[src/logic/interval_timer_pkg.sv]
// constants and types shared by the interval timer design
// assumes a byte-wide i/o port bus decoded on the low two address bits
package interval_timer_pkg;
  localparam logic [7:0] port_counter0 = 8'h40;
  localparam logic [7:0] port_counter1 = 8'h41;
  localparam logic [7:0] port_counter2 = 8'h42;
  localparam logic [7:0] port_control = 8'h43;
  localparam logic [1:0] sel_readback = 2'h3;
  localparam logic [1:0] acc_latch = 2'h0;
  localparam logic [1:0] acc_lsb = 2'h1;
  localparam logic [1:0] acc_msb = 2'h2;
  localparam logic [1:0] acc_both = 2'h3;
  localparam logic [2:0] mode_int_tc = 3'h0;
  localparam logic [2:0] mode_one_shot = 3'h1;
  localparam logic [2:0] mode_rate = 3'h2;
  localparam logic [2:0] mode_square = 3'h3;
  localparam logic [2:0] mode_sw_strobe = 3'h4;
  localparam logic [2:0] mode_hw_strobe = 3'h5;
  localparam logic [15:0] count_max_bin = 16'hffff;
  localparam logic [15:0] count_max_bcd = 16'h9999;
  localparam logic [3:0] bcd_nine = 4'h9;
  // count clock and system clock in hz
  localparam int count_clock_hz = 1193000;
  localparam int sys_clock_hz = 25000000;
  localparam logic [31:0] tick_step = 32'(count_clock_hz);
  localparam logic [31:0] tick_wrap = 32'(sys_clock_hz);

  typedef struct packed {
    logic [1:0] access;
    logic [2:0] mode;
    logic bcd;
  } counter_cfg_t;

  typedef struct packed {
    logic [7:0] addr;
    logic [7:0] wdata;
    logic wr;
    logic rd;
  } io_req_t;
endpackage

[src/logic/interval_timer.sv]
// three 16-bit interval counters behind byte-wide i/o ports 40h..43h
// assumes host strobes are single cycle and synchronous to clk_sys
`timescale 1ns/1ps
module interval_timer (
  input wire logic clk_sys,
  input wire logic sys_rst,
  input wire logic [7:0] io_addr,
  input wire logic [7:0] io_wdata,
  input wire logic io_wr,
  input wire logic io_rd,
  input wire logic speaker_enable,
  output logic [7:0] io_rdata,
  output logic timer_interrupt_request,
  output logic refresh_counter_output,
  output logic tone_counter_output
);
  interval_timer_pkg::io_req_t req;
  assign req = '{addr: io_addr, wdata: io_wdata, wr: io_wr, rd: io_rd};

  // speaker enable is an outside pin: three stages, change taken when last two agree
  logic [2:0] spk_sync_reg;
  logic spk_level_reg;
  always_ff @(posedge clk_sys) begin
    if (sys_rst) begin
      spk_sync_reg <= 3'h0;
      spk_level_reg <= 1'b0;
    end else begin
      spk_sync_reg <= {spk_sync_reg[1:0], speaker_enable};
      if (spk_sync_reg[2] == spk_sync_reg[1]) begin
        spk_level_reg <= spk_sync_reg[2];
      end
    end
  end

  // fractional divider makes one count tick per 1.193 mhz period
  logic [31:0] phase_reg;
  logic tick_reg;
  wire [31:0] phase_sum = phase_reg + interval_timer_pkg::tick_step;
  wire phase_over = phase_sum >= interval_timer_pkg::tick_wrap;
  always_ff @(posedge clk_sys) begin
    if (sys_rst) begin
      phase_reg <= 32'h0;
      tick_reg <= 1'b0;
    end else begin
      phase_reg <= phase_over ? phase_sum - interval_timer_pkg::tick_wrap : phase_sum;
      tick_reg <= phase_over;
    end
  end

  // address decode
  wire sel_port = req.addr[7:2] == interval_timer_pkg::port_counter0[7:2];
  wire ctl_wr = req.wr && req.addr == interval_timer_pkg::port_control;
  wire [1:0] ctl_sel = req.wdata[7:6];
  wire is_readback = ctl_wr && ctl_sel == interval_timer_pkg::sel_readback;
  wire is_latch = ctl_wr && !is_readback && req.wdata[5:4] == interval_timer_pkg::acc_latch;
  wire [2:0] gate_in = {spk_level_reg, 1'b1, 1'b1};
  wire [2:0] out_vec;
  wire [7:0] rd_vec [3];

  genvar i;
  generate
    for (i = 0; i < 3; i++) begin : g_ctr
      wire data_sel = sel_port && req.addr[1:0] == 2'(i);
      wire data_wr = req.wr && data_sel;
      wire data_rd = req.rd && data_sel;
      wire prog_wr = ctl_wr && !is_readback && !is_latch && ctl_sel == 2'(i);
      wire latch_cmd = (is_latch && ctl_sel == 2'(i))
                       || (is_readback && !req.wdata[5] && req.wdata[i + 1]);
      wire status_cmd = is_readback && !req.wdata[4] && req.wdata[i + 1];

      interval_timer_pkg::counter_cfg_t cfg_reg;
      logic [15:0] ce_reg;
      logic [15:0] init_reg;
      logic [15:0] ol_reg;
      logic [7:0] status_reg;
      logic [7:0] lsb_hold_reg;
      logic ol_valid_reg;
      logic st_valid_reg;
      logic wr_msb_reg;
      logic rd_msb_reg;
      logic null_reg;
      logic load_pend_reg;
      logic armed_reg;
      logic out_reg;
      logic gate_d_reg;
      logic trig_reg;

      wire [2:0] mode_ctl = req.wdata[3:1];
      // x10 and x11 fold to modes 2 and 3
      wire [2:0] mode_dec = mode_ctl[1] ? {1'b0, mode_ctl[1:0]} : mode_ctl;
      wire gate = gate_in[i];
      wire gate_rise = gate && !gate_d_reg;

      // decrement by one or two, with bcd digit borrow
      function automatic logic [15:0] dec_by(input logic [15:0] v, input logic bcd, input logic two);
        logic [15:0] r;
        logic [4:0] d;
        logic borrow;
        r = v;
        borrow = 1'b0;
        if (!bcd) begin
          r = v - (two ? 16'h2 : 16'h1);
        end else begin
          for (int k = 0; k < 4; k++) begin
            d = {1'b0, v[k*4 +: 4]} - ((k == 0) ? (two ? 5'h2 : 5'h1) : 5'h0) - {4'h0, borrow};
            borrow = d[4];
            r[k*4 +: 4] = borrow ? 4'(d[3:0] + 4'ha) : d[3:0];
          end
        end
        return r;
      endfunction

      wire is_square = cfg_reg.mode == interval_timer_pkg::mode_square;
      wire counts = gate || cfg_reg.mode == interval_timer_pkg::mode_one_shot
                    || cfg_reg.mode == interval_timer_pkg::mode_hw_strobe;
      wire [15:0] ce_dec = dec_by(ce_reg, cfg_reg.bcd, is_square && !ce_reg[0]);
      wire ce_one = ce_reg == 16'h1;
      wire ce_two = ce_reg == 16'h2;
      wire [15:0] latch_src = ce_reg;
      wire [7:0] status_now = {out_reg, null_reg, cfg_reg};
      // count byte on read, per programmed format
      wire [7:0] count_byte = (cfg_reg.access == interval_timer_pkg::acc_msb
                               || (cfg_reg.access == interval_timer_pkg::acc_both && rd_msb_reg))
                              ? ol_reg[15:8] : ol_reg[7:0];
      wire [15:0] rd_src_unused = ol_valid_reg ? ol_reg : ce_reg;
      wire [7:0] live_byte = (cfg_reg.access == interval_timer_pkg::acc_msb
                              || (cfg_reg.access == interval_timer_pkg::acc_both && rd_msb_reg))
                             ? rd_src_unused[15:8] : rd_src_unused[7:0];
      assign rd_vec[i] = st_valid_reg ? status_reg : (ol_valid_reg ? count_byte : live_byte);
      wire count_done = cfg_reg.access != interval_timer_pkg::acc_both || rd_msb_reg;

      // completed initial count from the host bytes
      wire [15:0] new_init = (cfg_reg.access == interval_timer_pkg::acc_lsb) ? {8'h0, req.wdata}
                           : (cfg_reg.access == interval_timer_pkg::acc_msb) ? {req.wdata, 8'h0}
                           : {req.wdata, lsb_hold_reg};
      wire init_done = data_wr && (cfg_reg.access != interval_timer_pkg::acc_both || wr_msb_reg);
      // zero loads as maximum: one decrement wraps it
      wire [15:0] load_val = init_reg;
      wire load_now = tick_reg && load_pend_reg
                      && (cfg_reg.mode == interval_timer_pkg::mode_one_shot
                          || cfg_reg.mode == interval_timer_pkg::mode_hw_strobe ? trig_reg : 1'b1);
      wire reload = tick_reg && !load_pend_reg && armed_reg && counts
                    && ((cfg_reg.mode == interval_timer_pkg::mode_rate && ce_one)
                        || (is_square && (ce_two || (ce_one && ce_reg[0]))));
      wire retrig = tick_reg && trig_reg && !load_pend_reg && armed_reg
                    && (cfg_reg.mode == interval_timer_pkg::mode_one_shot
                        || cfg_reg.mode == interval_timer_pkg::mode_hw_strobe);

      always_ff @(posedge clk_sys) begin
        if (sys_rst) begin
          cfg_reg <= '{access: interval_timer_pkg::acc_lsb, mode: interval_timer_pkg::mode_int_tc, bcd: 1'b0};
          ce_reg <= 16'h0;
          init_reg <= 16'h0;
          ol_reg <= 16'h0;
          status_reg <= 8'h0;
          lsb_hold_reg <= 8'h0;
          ol_valid_reg <= 1'b0;
          st_valid_reg <= 1'b0;
          wr_msb_reg <= 1'b0;
          rd_msb_reg <= 1'b0;
          null_reg <= 1'b1;
          load_pend_reg <= 1'b0;
          armed_reg <= 1'b0;
          out_reg <= 1'b0;
          // tied gates idle high, so no false trigger edge follows reset
          gate_d_reg <= 1'(i < 2);
          trig_reg <= 1'b0;
        end else begin
          gate_d_reg <= gate;
          if (gate_rise) begin
            trig_reg <= 1'b1;
          end else if (tick_reg) begin
            trig_reg <= 1'b0;
          end
          if (prog_wr) begin
            cfg_reg <= '{access: req.wdata[5:4], mode: mode_dec, bcd: req.wdata[0]};
            null_reg <= 1'b1;
            ol_valid_reg <= 1'b0;
            st_valid_reg <= 1'b0;
            wr_msb_reg <= 1'b0;
            rd_msb_reg <= 1'b0;
            armed_reg <= 1'b0;
            load_pend_reg <= 1'b0;
            // mode 0 starts low, all others idle high
            out_reg <= mode_dec != interval_timer_pkg::mode_int_tc;
          end else begin
            if (latch_cmd && !ol_valid_reg) begin
              ol_reg <= latch_src;
              ol_valid_reg <= 1'b1;
              rd_msb_reg <= 1'b0;
            end
            if (status_cmd && !st_valid_reg) begin
              status_reg <= status_now;
              st_valid_reg <= 1'b1;
            end
            if (data_rd) begin
              if (st_valid_reg) begin
                st_valid_reg <= 1'b0;
              end else begin
                rd_msb_reg <= cfg_reg.access == interval_timer_pkg::acc_both && !rd_msb_reg;
                if (count_done) begin
                  ol_valid_reg <= 1'b0;
                end
              end
            end
            if (data_wr) begin
              if (cfg_reg.access == interval_timer_pkg::acc_both && !wr_msb_reg) begin
                lsb_hold_reg <= req.wdata;
                wr_msb_reg <= 1'b1;
                // mode 0 drops output on first byte
                if (cfg_reg.mode == interval_timer_pkg::mode_int_tc) begin
                  out_reg <= 1'b0;
                end
              end else begin
                wr_msb_reg <= 1'b0;
              end
              null_reg <= 1'b1;
            end
            if (init_done) begin
              init_reg <= new_init;
              load_pend_reg <= 1'b1;
              if (cfg_reg.mode == interval_timer_pkg::mode_int_tc) begin
                out_reg <= 1'b0;
              end
            end else if (load_now || reload || retrig) begin
              ce_reg <= load_val;
              load_pend_reg <= 1'b0;
              armed_reg <= 1'b1;
              // a byte written in the load cycle keeps null set
              if (load_now && !data_wr) begin
                null_reg <= 1'b0;
              end
              if (cfg_reg.mode == interval_timer_pkg::mode_one_shot) begin
                out_reg <= 1'b0;
              end else if (cfg_reg.mode == interval_timer_pkg::mode_rate) begin
                out_reg <= 1'b1;
              end else if (is_square && !load_now) begin
                out_reg <= !out_reg;
              end
            end else if (tick_reg && armed_reg && counts) begin
              ce_reg <= ce_dec;
              unique case (cfg_reg.mode)
                interval_timer_pkg::mode_int_tc,
                interval_timer_pkg::mode_one_shot: begin
                  if (ce_one) begin
                    out_reg <= 1'b1;
                  end
                end
                interval_timer_pkg::mode_rate: begin
                  out_reg <= !ce_two;
                end
                interval_timer_pkg::mode_square: begin
                  out_reg <= out_reg;
                end
                interval_timer_pkg::mode_sw_strobe,
                interval_timer_pkg::mode_hw_strobe: begin
                  out_reg <= !ce_one;
                end
                default: begin
                  out_reg <= out_reg;
                end
              endcase
            end
            if (!gate && (cfg_reg.mode == interval_timer_pkg::mode_rate || is_square)) begin
              out_reg <= 1'b1;
            end
          end
        end
      end
      assign out_vec[i] = out_reg;
    end
  endgenerate

  // read data is registered; control port reads back zero
  wire [7:0] rd_sel = (sel_port && req.addr[1:0] != 2'h3) ? rd_vec[req.addr[1:0]] : 8'h0;
  always_ff @(posedge clk_sys) begin
    if (sys_rst) begin
      io_rdata <= 8'h0;
      timer_interrupt_request <= 1'b0;
      refresh_counter_output <= 1'b0;
      tone_counter_output <= 1'b0;
    end else begin
      io_rdata <= req.rd ? rd_sel : 8'h0;
      timer_interrupt_request <= out_vec[0];
      refresh_counter_output <= out_vec[1];
      tone_counter_output <= out_vec[2];
    end
  end
endmodule

[config.mk]
export PLATFORM = sky130hd
export DESIGN_NAME = interval_timer
export DESIGN_NICKNAME = d
export VERILOG_FILES = /design/src/logic/interval_timer_pkg.sv /design/src/logic/interval_timer.sv
export SDC_FILE = /design/constraint.sdc
export NUM_CORES = 1
export LEC_CHECK = 0
export BUFFER_PORTS_ARGS = -buffer_cell sky130_fd_sc_hd__buf_2
export CAP_MARGIN = 5
export CORE_ASPECT_RATIO = 0.5
export CORE_MARGIN = 4
export CORE_UTILIZATION = 40
export DETAILED_ROUTE_END_ITERATION = 6
export PLACE_DENSITY_LB_ADDON = 0.08
export SETUP_SLACK_MARGIN = 0.1
export SLEW_MARGIN = 0
export SYNTH_ARGS = -nofsm -noshare
export SYNTH_HDL_FRONTEND = slang
export SYNTH_SLANG_ARGS = --single-unit
[constraint.sdc]
create_clock -name clk_sys -period 3.35 [get_ports clk_sys]
set_input_delay 0 -clock clk_sys [delete_from_list [all_inputs] [get_ports clk_sys]]
set_output_delay 0 -clock clk_sys [all_outputs]
set_load 0.01 [all_outputs]
[Word level (Yosys, flattened, before mapping)]
Cells that the tools add are included.
Storage, ports and cells
  word-level logic and storage cells: 489
  bits in registers: 284
Cells by class
  magnitude comparators: 2
  reduce and logical (&&, ||, !) cells: 200
  $add $sub $neg: 29
  mux-type cells: 146
  bitwise logic cells: 9
  equality and inequality tests: 45
Operator list (count)
  16-bit 2-to-1 mux: 12
  8-bit 2-to-1 mux: 17
  1-bit 2-to-1 mux: 93
  1-bit logical AND: 91
  4-bit adder, second input constant: 12
  16-bit by 1-bit equality test with 1-bit output, second input constant: 3
  16-bit by 2-bit equality test with 1-bit output, second input constant: 3
  4-bit 2-to-1 mux: 12
  16-bit by 2-bit subtractor with 16-bit output: 3
  4-bit by 1-bit subtractor with 5-bit output: 9
  1-bit zero test: 39
  32-bit by 21-bit adder with 32-bit output, second input constant: 1
  32-bit by 25-bit greater-or-equal comparator with 1-bit output, second input constant: 1
  32-bit 2-to-1 mux: 1
  32-bit by 25-bit subtractor with 32-bit output, second input constant: 1
  1-bit logical OR: 28
  2-bit AND reduction: 12
  2-bit equality test, second input constant: 9
  3-bit by 2-bit equality test with 1-bit output, second input constant: 6
  3-bit equality test, second input constant: 6
  3-bit AND reduction: 6
  2-bit OR reduction: 9
  8-bit binary-select mux with 2-bit select: 1
  4-bit by 2-bit subtractor with 5-bit output: 3
  19 further kinds: 53

[Logic depth before layout (Yosys ltp)]
  word-level depth: 13
  depth in mapped cells: 21
  gate-level depth less buffers: 21

[Least setup slack after synthesis]
No wires, ideal clock.
  path type: register to register
  start point: register g_ctr[2].ce_reg[0]
  end point: register g_ctr[2].ce_reg[14]
  clock period less this slack: 3697 ps
  cell stages (with the launch flop): 22
  required time: 3264 ps
  slack: -347 ps
  setup time: 86 ps
  data arrival time: 3611 ps
  cells stage by stage: dfxtp_1 > inv_1 > ha_1 > nand2_1 > inv_1 > ha_1 > ha_1 > nand2b_1 > nor2_1 > ha_1 > ha_1 > and2_1 > ha_1 > inv_1 > or3_1 > nand2_1 > ha_1 > nor2_1 > or4_1 > a311oi_1 > a21oi_1 > a211oi_1
Between the ends
  longest elaborated chain between the ends: 12
Ends and longest elaborated chain
  start, declared: line interval_timer.sv:72  | logic [15:0] ce_reg;
  start signal, assigned: line interval_timer.sv:226  | ce_reg <= load_val;
  1-bit zero test: line interval_timer.sv:116  | wire [15:0] ce_dec = dec_by(ce_reg, cfg_reg.bcd, is_square && !ce_reg[0]);
  1-bit logical AND: line interval_timer.sv:116
  2-bit 2-to-1 mux: line interval_timer.sv:102, interval_timer.sv:105
  4-bit by 2-bit subtractor with 5-bit output: line interval_timer.sv:105  | d = {1'b0, v[k*4 +: 4]} - ((k == 0) ? (two ? 5'h2 : 5'h1) : 5'h0) - {4'h0, borrow};
  4-bit by 1-bit subtractor with 5-bit output (3 in series): line interval_timer.sv:105
  4-bit adder: line interval_timer.sv:107  | r[k*4 +: 4] = borrow ? 4'(d[3:0] + 4'ha) : d[3:0];
  4-bit 2-to-1 mux: line interval_timer.sv:107
  16-bit 2-to-1 mux: line interval_timer.sv:101  | if (!bcd) begin
  16-bit 2-to-1 mux: line interval_timer.sv:240  | end else if (tick_reg && armed_reg && counts) begin
  16-bit 2-to-1 mux: line interval_timer.sv:225  | end else if (load_now || reload || retrig) begin
Several ways; a longest one is shown, not always the timed one. The select of a mux whose other input is x is not followed.
A chain may end at the register's enable or synchronous reset.

[Final worst setup path]
Ends and elaborated chain as after synthesis.

==> impl_metrics.py <==
metrics = {
    "run_status": {
        "status": "finished, final reports clean",
    },
    "layout": {
        "n_antenna_cell": 0,
        "nets": 2157,
        "final.fill_count": 3847,
        "drive_gt1_share_pct": 19.4,
        "area_delta_synth_final_pct": 20.0,
        "fin_util_pct": 49.3,
    },
    "clocking": {
        "clk_path_buf_depth": 3,
        "numCtsBuffers": 28,
        "cts.sinks": 281,
        "cts-root-buf": "clkbuf_16",
        "clock_latency_ps": 590,
        "cts_htree_levels": 1,
        "path_clk_slew_ps": 70,
        "cts_tree": "done",
    },
    "synthesis": {
        "synthFlopType": "dfxtp_1",
        "synth_edf_count": 0,
        "yosys_warnings": 0,
        "netlist-cell-type-count": 84,
        "ys_ff_latch": 281,
        "ys_seq_area_share_pct": 34.6,
        "syn_area_per_cell_sq_um": 8.08,
        "syn_inst": 2009,
        "synth_async_sr_flop_share_pct": 0,
        "netlist_area_sq_um": 16200,
        "synthesis.nets": 2074,
    },
    "pwr": {
        "clkPwrFrac_pct": 36.1,
        "pwr-share-seq_pct": 39.2,
        "peakVddDrop_uv": 310,
        "powerDensity_nw_per_um2": 487,
        "combPwrFrac_pct": 24.7,
        "internal-power_mw": 6.49,
        "p_leak_nw": 7.09,
        "swShare_pct": 31.6,
        "p_sw_mw": 3.00,
    },
    "die": {
        "die_y_um": 150,
        "initial_utilization_pct": 41.1,
        "die-area_sq_um": 44100,
        "fp-row-count": 51,
        "ios": 32,
        "dieWidth_um": 293,
        "core-area_sq_um": 39500,
    },
    "placed_design": {
        "pre_cts_ws_ps": 0.354,
        "port_buffers": 31,
        "place_congestion": 0.848,
        "hpwlAfterDp_mm": 35.0,
    },
    "routing": {
        "viasPerCell": 5.57,
        "wl_per_cell_um": 18.9,
        "drc": 0,
        "finalWirelength_mm": 50.0,
        "ant_nets": 0,
        "drt-initial-drc-count": 1106,
        "vias": 14700,
        "first_pass_iters": 5,
    },
    "worst_setup_path": {
        "crit_required_ps": 3860,
        "path_cells": "inv_2 > ha_4 > nand2_4 > inv_4 > ha_4 > ha_4 > nand2b_4 > nor2_4 > ha_4 > ha_4 > and2_4 > ha_4 > inv_2 > o21ai_2 > nand2_1 > ha_1 > nor2_1 > or4_1 > a311oi_2 > a21oi_1 > a211oi_1",
        "critPathMaxStageDelay_ps": 410,
        "cp-start-kind": "register",
        "critical_path_class": "reg2reg",
        "critPathMaxFanout": 3,
        "crit_path_frequent_cell": "ha_4",
        "worst_ep_arrival_time_ps": 3720,
        "critPathSlowestCell": "or4_1",
        "worst_setup_path_end_kind": "register",
    },
    "sta": {
        "setup_ws_ps": 144,
        "final_max_slew_viol_count": 0,
        "max_freq_mhz": 312,
        "rsz0062_at_grt": "yes",
        "hold_viol_final": 0,
        "tightest_slew_ps": 1040,
        "setup_viol": 0,
        "fin_skew_ps": 31.2,
        "fin_crit_sh_pct": 95.7,
        "setup_tns_ps": 0,
        "slew_headroom_pct": 30.6,
        "period_needed_ps": 3210,
    },
    "grt": {
        "grt-ovfl-total": 0,
        "grt.total_usage_pct": 22.2,
        "grt_pass1_wl_mm": 78.7,
        "grt_max_degree": 82,
        "antenna_found_initial": 0,
        "grt_pass1_vias": 13900,
    },
    "worst_hold_path": {
        "min_path_type": "in2reg",
    },
    "job": {
        "maxCapViolCount": 0,
    },
}
[cell usage in the layout, fill, tap and decap left out, types with 13 or more instances in the layout]
cell,synthesis,routed
a211oi_1,36,33
a21oi_1,147,146
a31oi_1,24,22
and3_1,13,13
buf_2,9,30
buf_4,3,163
clkbuf_16,0,28
dfxtp_1,281,268
ha_1,44,20
ha_4,0,19
inv_1,64,55
mux2i_1,120,120
mux4_2,24,24
nand2_1,196,192
nand2b_1,23,19
nand3_1,53,53
nand4_1,17,17
nor2_1,267,262
nor2b_1,29,26
nor3_1,43,43
nor4_1,16,14
o211ai_1,33,33
o21ai_0,102,95
xnor2_1,58,55
xor2_1,26,24
[power groups by stage]
stage	sequential, mW	clock, mW	combinational (mW)
global route	3.74	3.65	2.56
detailed placement	3.74	0	2.09
CTS	3.67	3.52	2.16
global placement	3.74	0	2.09
finish	3.72	3.43	2.35
floorplan	3.64	0	1.55
[cell families (layout without fill, tap and decap cells)]
family / after synthesis / after routing / share of synthesized area, %
AND/OR/NAND/NOR: 739 / 740 / 21.3
AO/OA/AOI/OAI: 482 / 482 / 19.1
adder cells (fa/ha/maj): 44 / 44 / 3.39
XOR/XNOR: 84 / 84 / 4.53
flip-flops: 281 / 281 / 34.6
multiplexers: 156 / 156 / 11.6
buffers and inverters: 223 / 327 / 5.49
[what timing repair did]
action,CTS,global route
resized for setup,15,74
hold buffers,13,0
gates cloned,0,1
endpoints found under the hold margin,99,0
setup buffers,9,17
pin swaps,11,25
endpoints found under the setup margin,19,39
[final timing paths]
| kind | startpoint | endpoint | slack [ps] | depth (start not counted) |
|---|---|---|---|---|
| setup / recovery | g_ctr[2].ce_reg[0] | g_ctr[2].ce_reg[14] | 140 | 21 |
| hold reg to reg | spk_sync_reg[0] | spk_sync_reg[1] | 430 | 1 |
| setup reg to reg | g_ctr[2].ce_reg[0] | g_ctr[2].ce_reg[14] | 140 | 21 |
| hold / removal | io_addr[7] | g_ctr[0].st_valid_reg | 50 | 4 |
[layout make-up]
cell class | instances | area (sq um) | area share (%)
multi-input cells | 1506 | 10300 | 53.1
repair buffers | 211 | 1600 | 8.23
well taps | 530 | 663 | 3.40
flip-flops and latches | 281 | 5650 | 29.0
inverters | 64 | 245 | 1.26
clock buffers | 38 | 808 | 4.15
clock inverters | 14 | 181 | 0.931
[Yosys cell counts, types with 16 or more instances]
cell / count / share of area, %
inv_1: 64 / 1.5
mux2i_1: 120 / 7.4
mux4_2: 24 / 3.3
a211oi_1: 36 / 1.7
dfxtp_1: 281 / 35
nor2b_1: 29 / 1.1
xor2_1: 26 / 1.4
ha_1: 44 / 3.4
nor4_1: 16 / 0.62
o211ai_1: 33 / 1.5
o21ai_0: 102 / 3.1
clkbuf_1: 129 / 3.0
nand4_1: 17 / 0.65
nand2_1: 196 / 4.5
xnor2_1: 58 / 3.1
nor3_1: 43 / 1.3
a21oi_1: 147 / 4.5
nand2b_1: 23 / 0.89
nand3_1: 53 / 1.6
nor2_1: 267 / 6.2
a31oi_1: 24 / 0.92
[through the flow]
step | hold WS (ps) | power (mW) | instances | area [sq um]
2_1_floorplan | 128 | 5.19 | 2009 | 16400
4_1_cts | 16.5 | 9.34 | 2626 | 19000
5_1_grt | 134 | 9.95 | 2644 | 19500
6_report | 52.1 | 9.50 | 2644 | 19500
3_3_place_gp | 219 | 5.84 | 2552 | 17700
3_5_place_dp | 214 | 5.83 | 2552 | 17700
[metal layers]
| metal | GRT usage (%) | share of wire [%] | vias to the layer above |
|---|---|---|---|
| met5 | 0 | 0 | - |
| met4 | 4.76 | 2.1 | 0 |
| met3 | 3.04 | 4.3 | 66 |
| met2 | 35.6 | 45 | 304 |
| met1 | 32.0 | 49 | 7050 |
| li1 | - | - | 7316 |
[critical path: cells and delay by family, from the launching register on]
family / cells / cell delay (ps)
AO/OA/AOI/OAI: 4 / 630
flip-flops: 1 / 320
adder cells (fa/ha/maj): 7 / 1120
AND/OR/NAND/NOR: 7 / 890
buffers and inverters: 3 / 170
No activity file was read; power rests on OpenSTA's default activity.
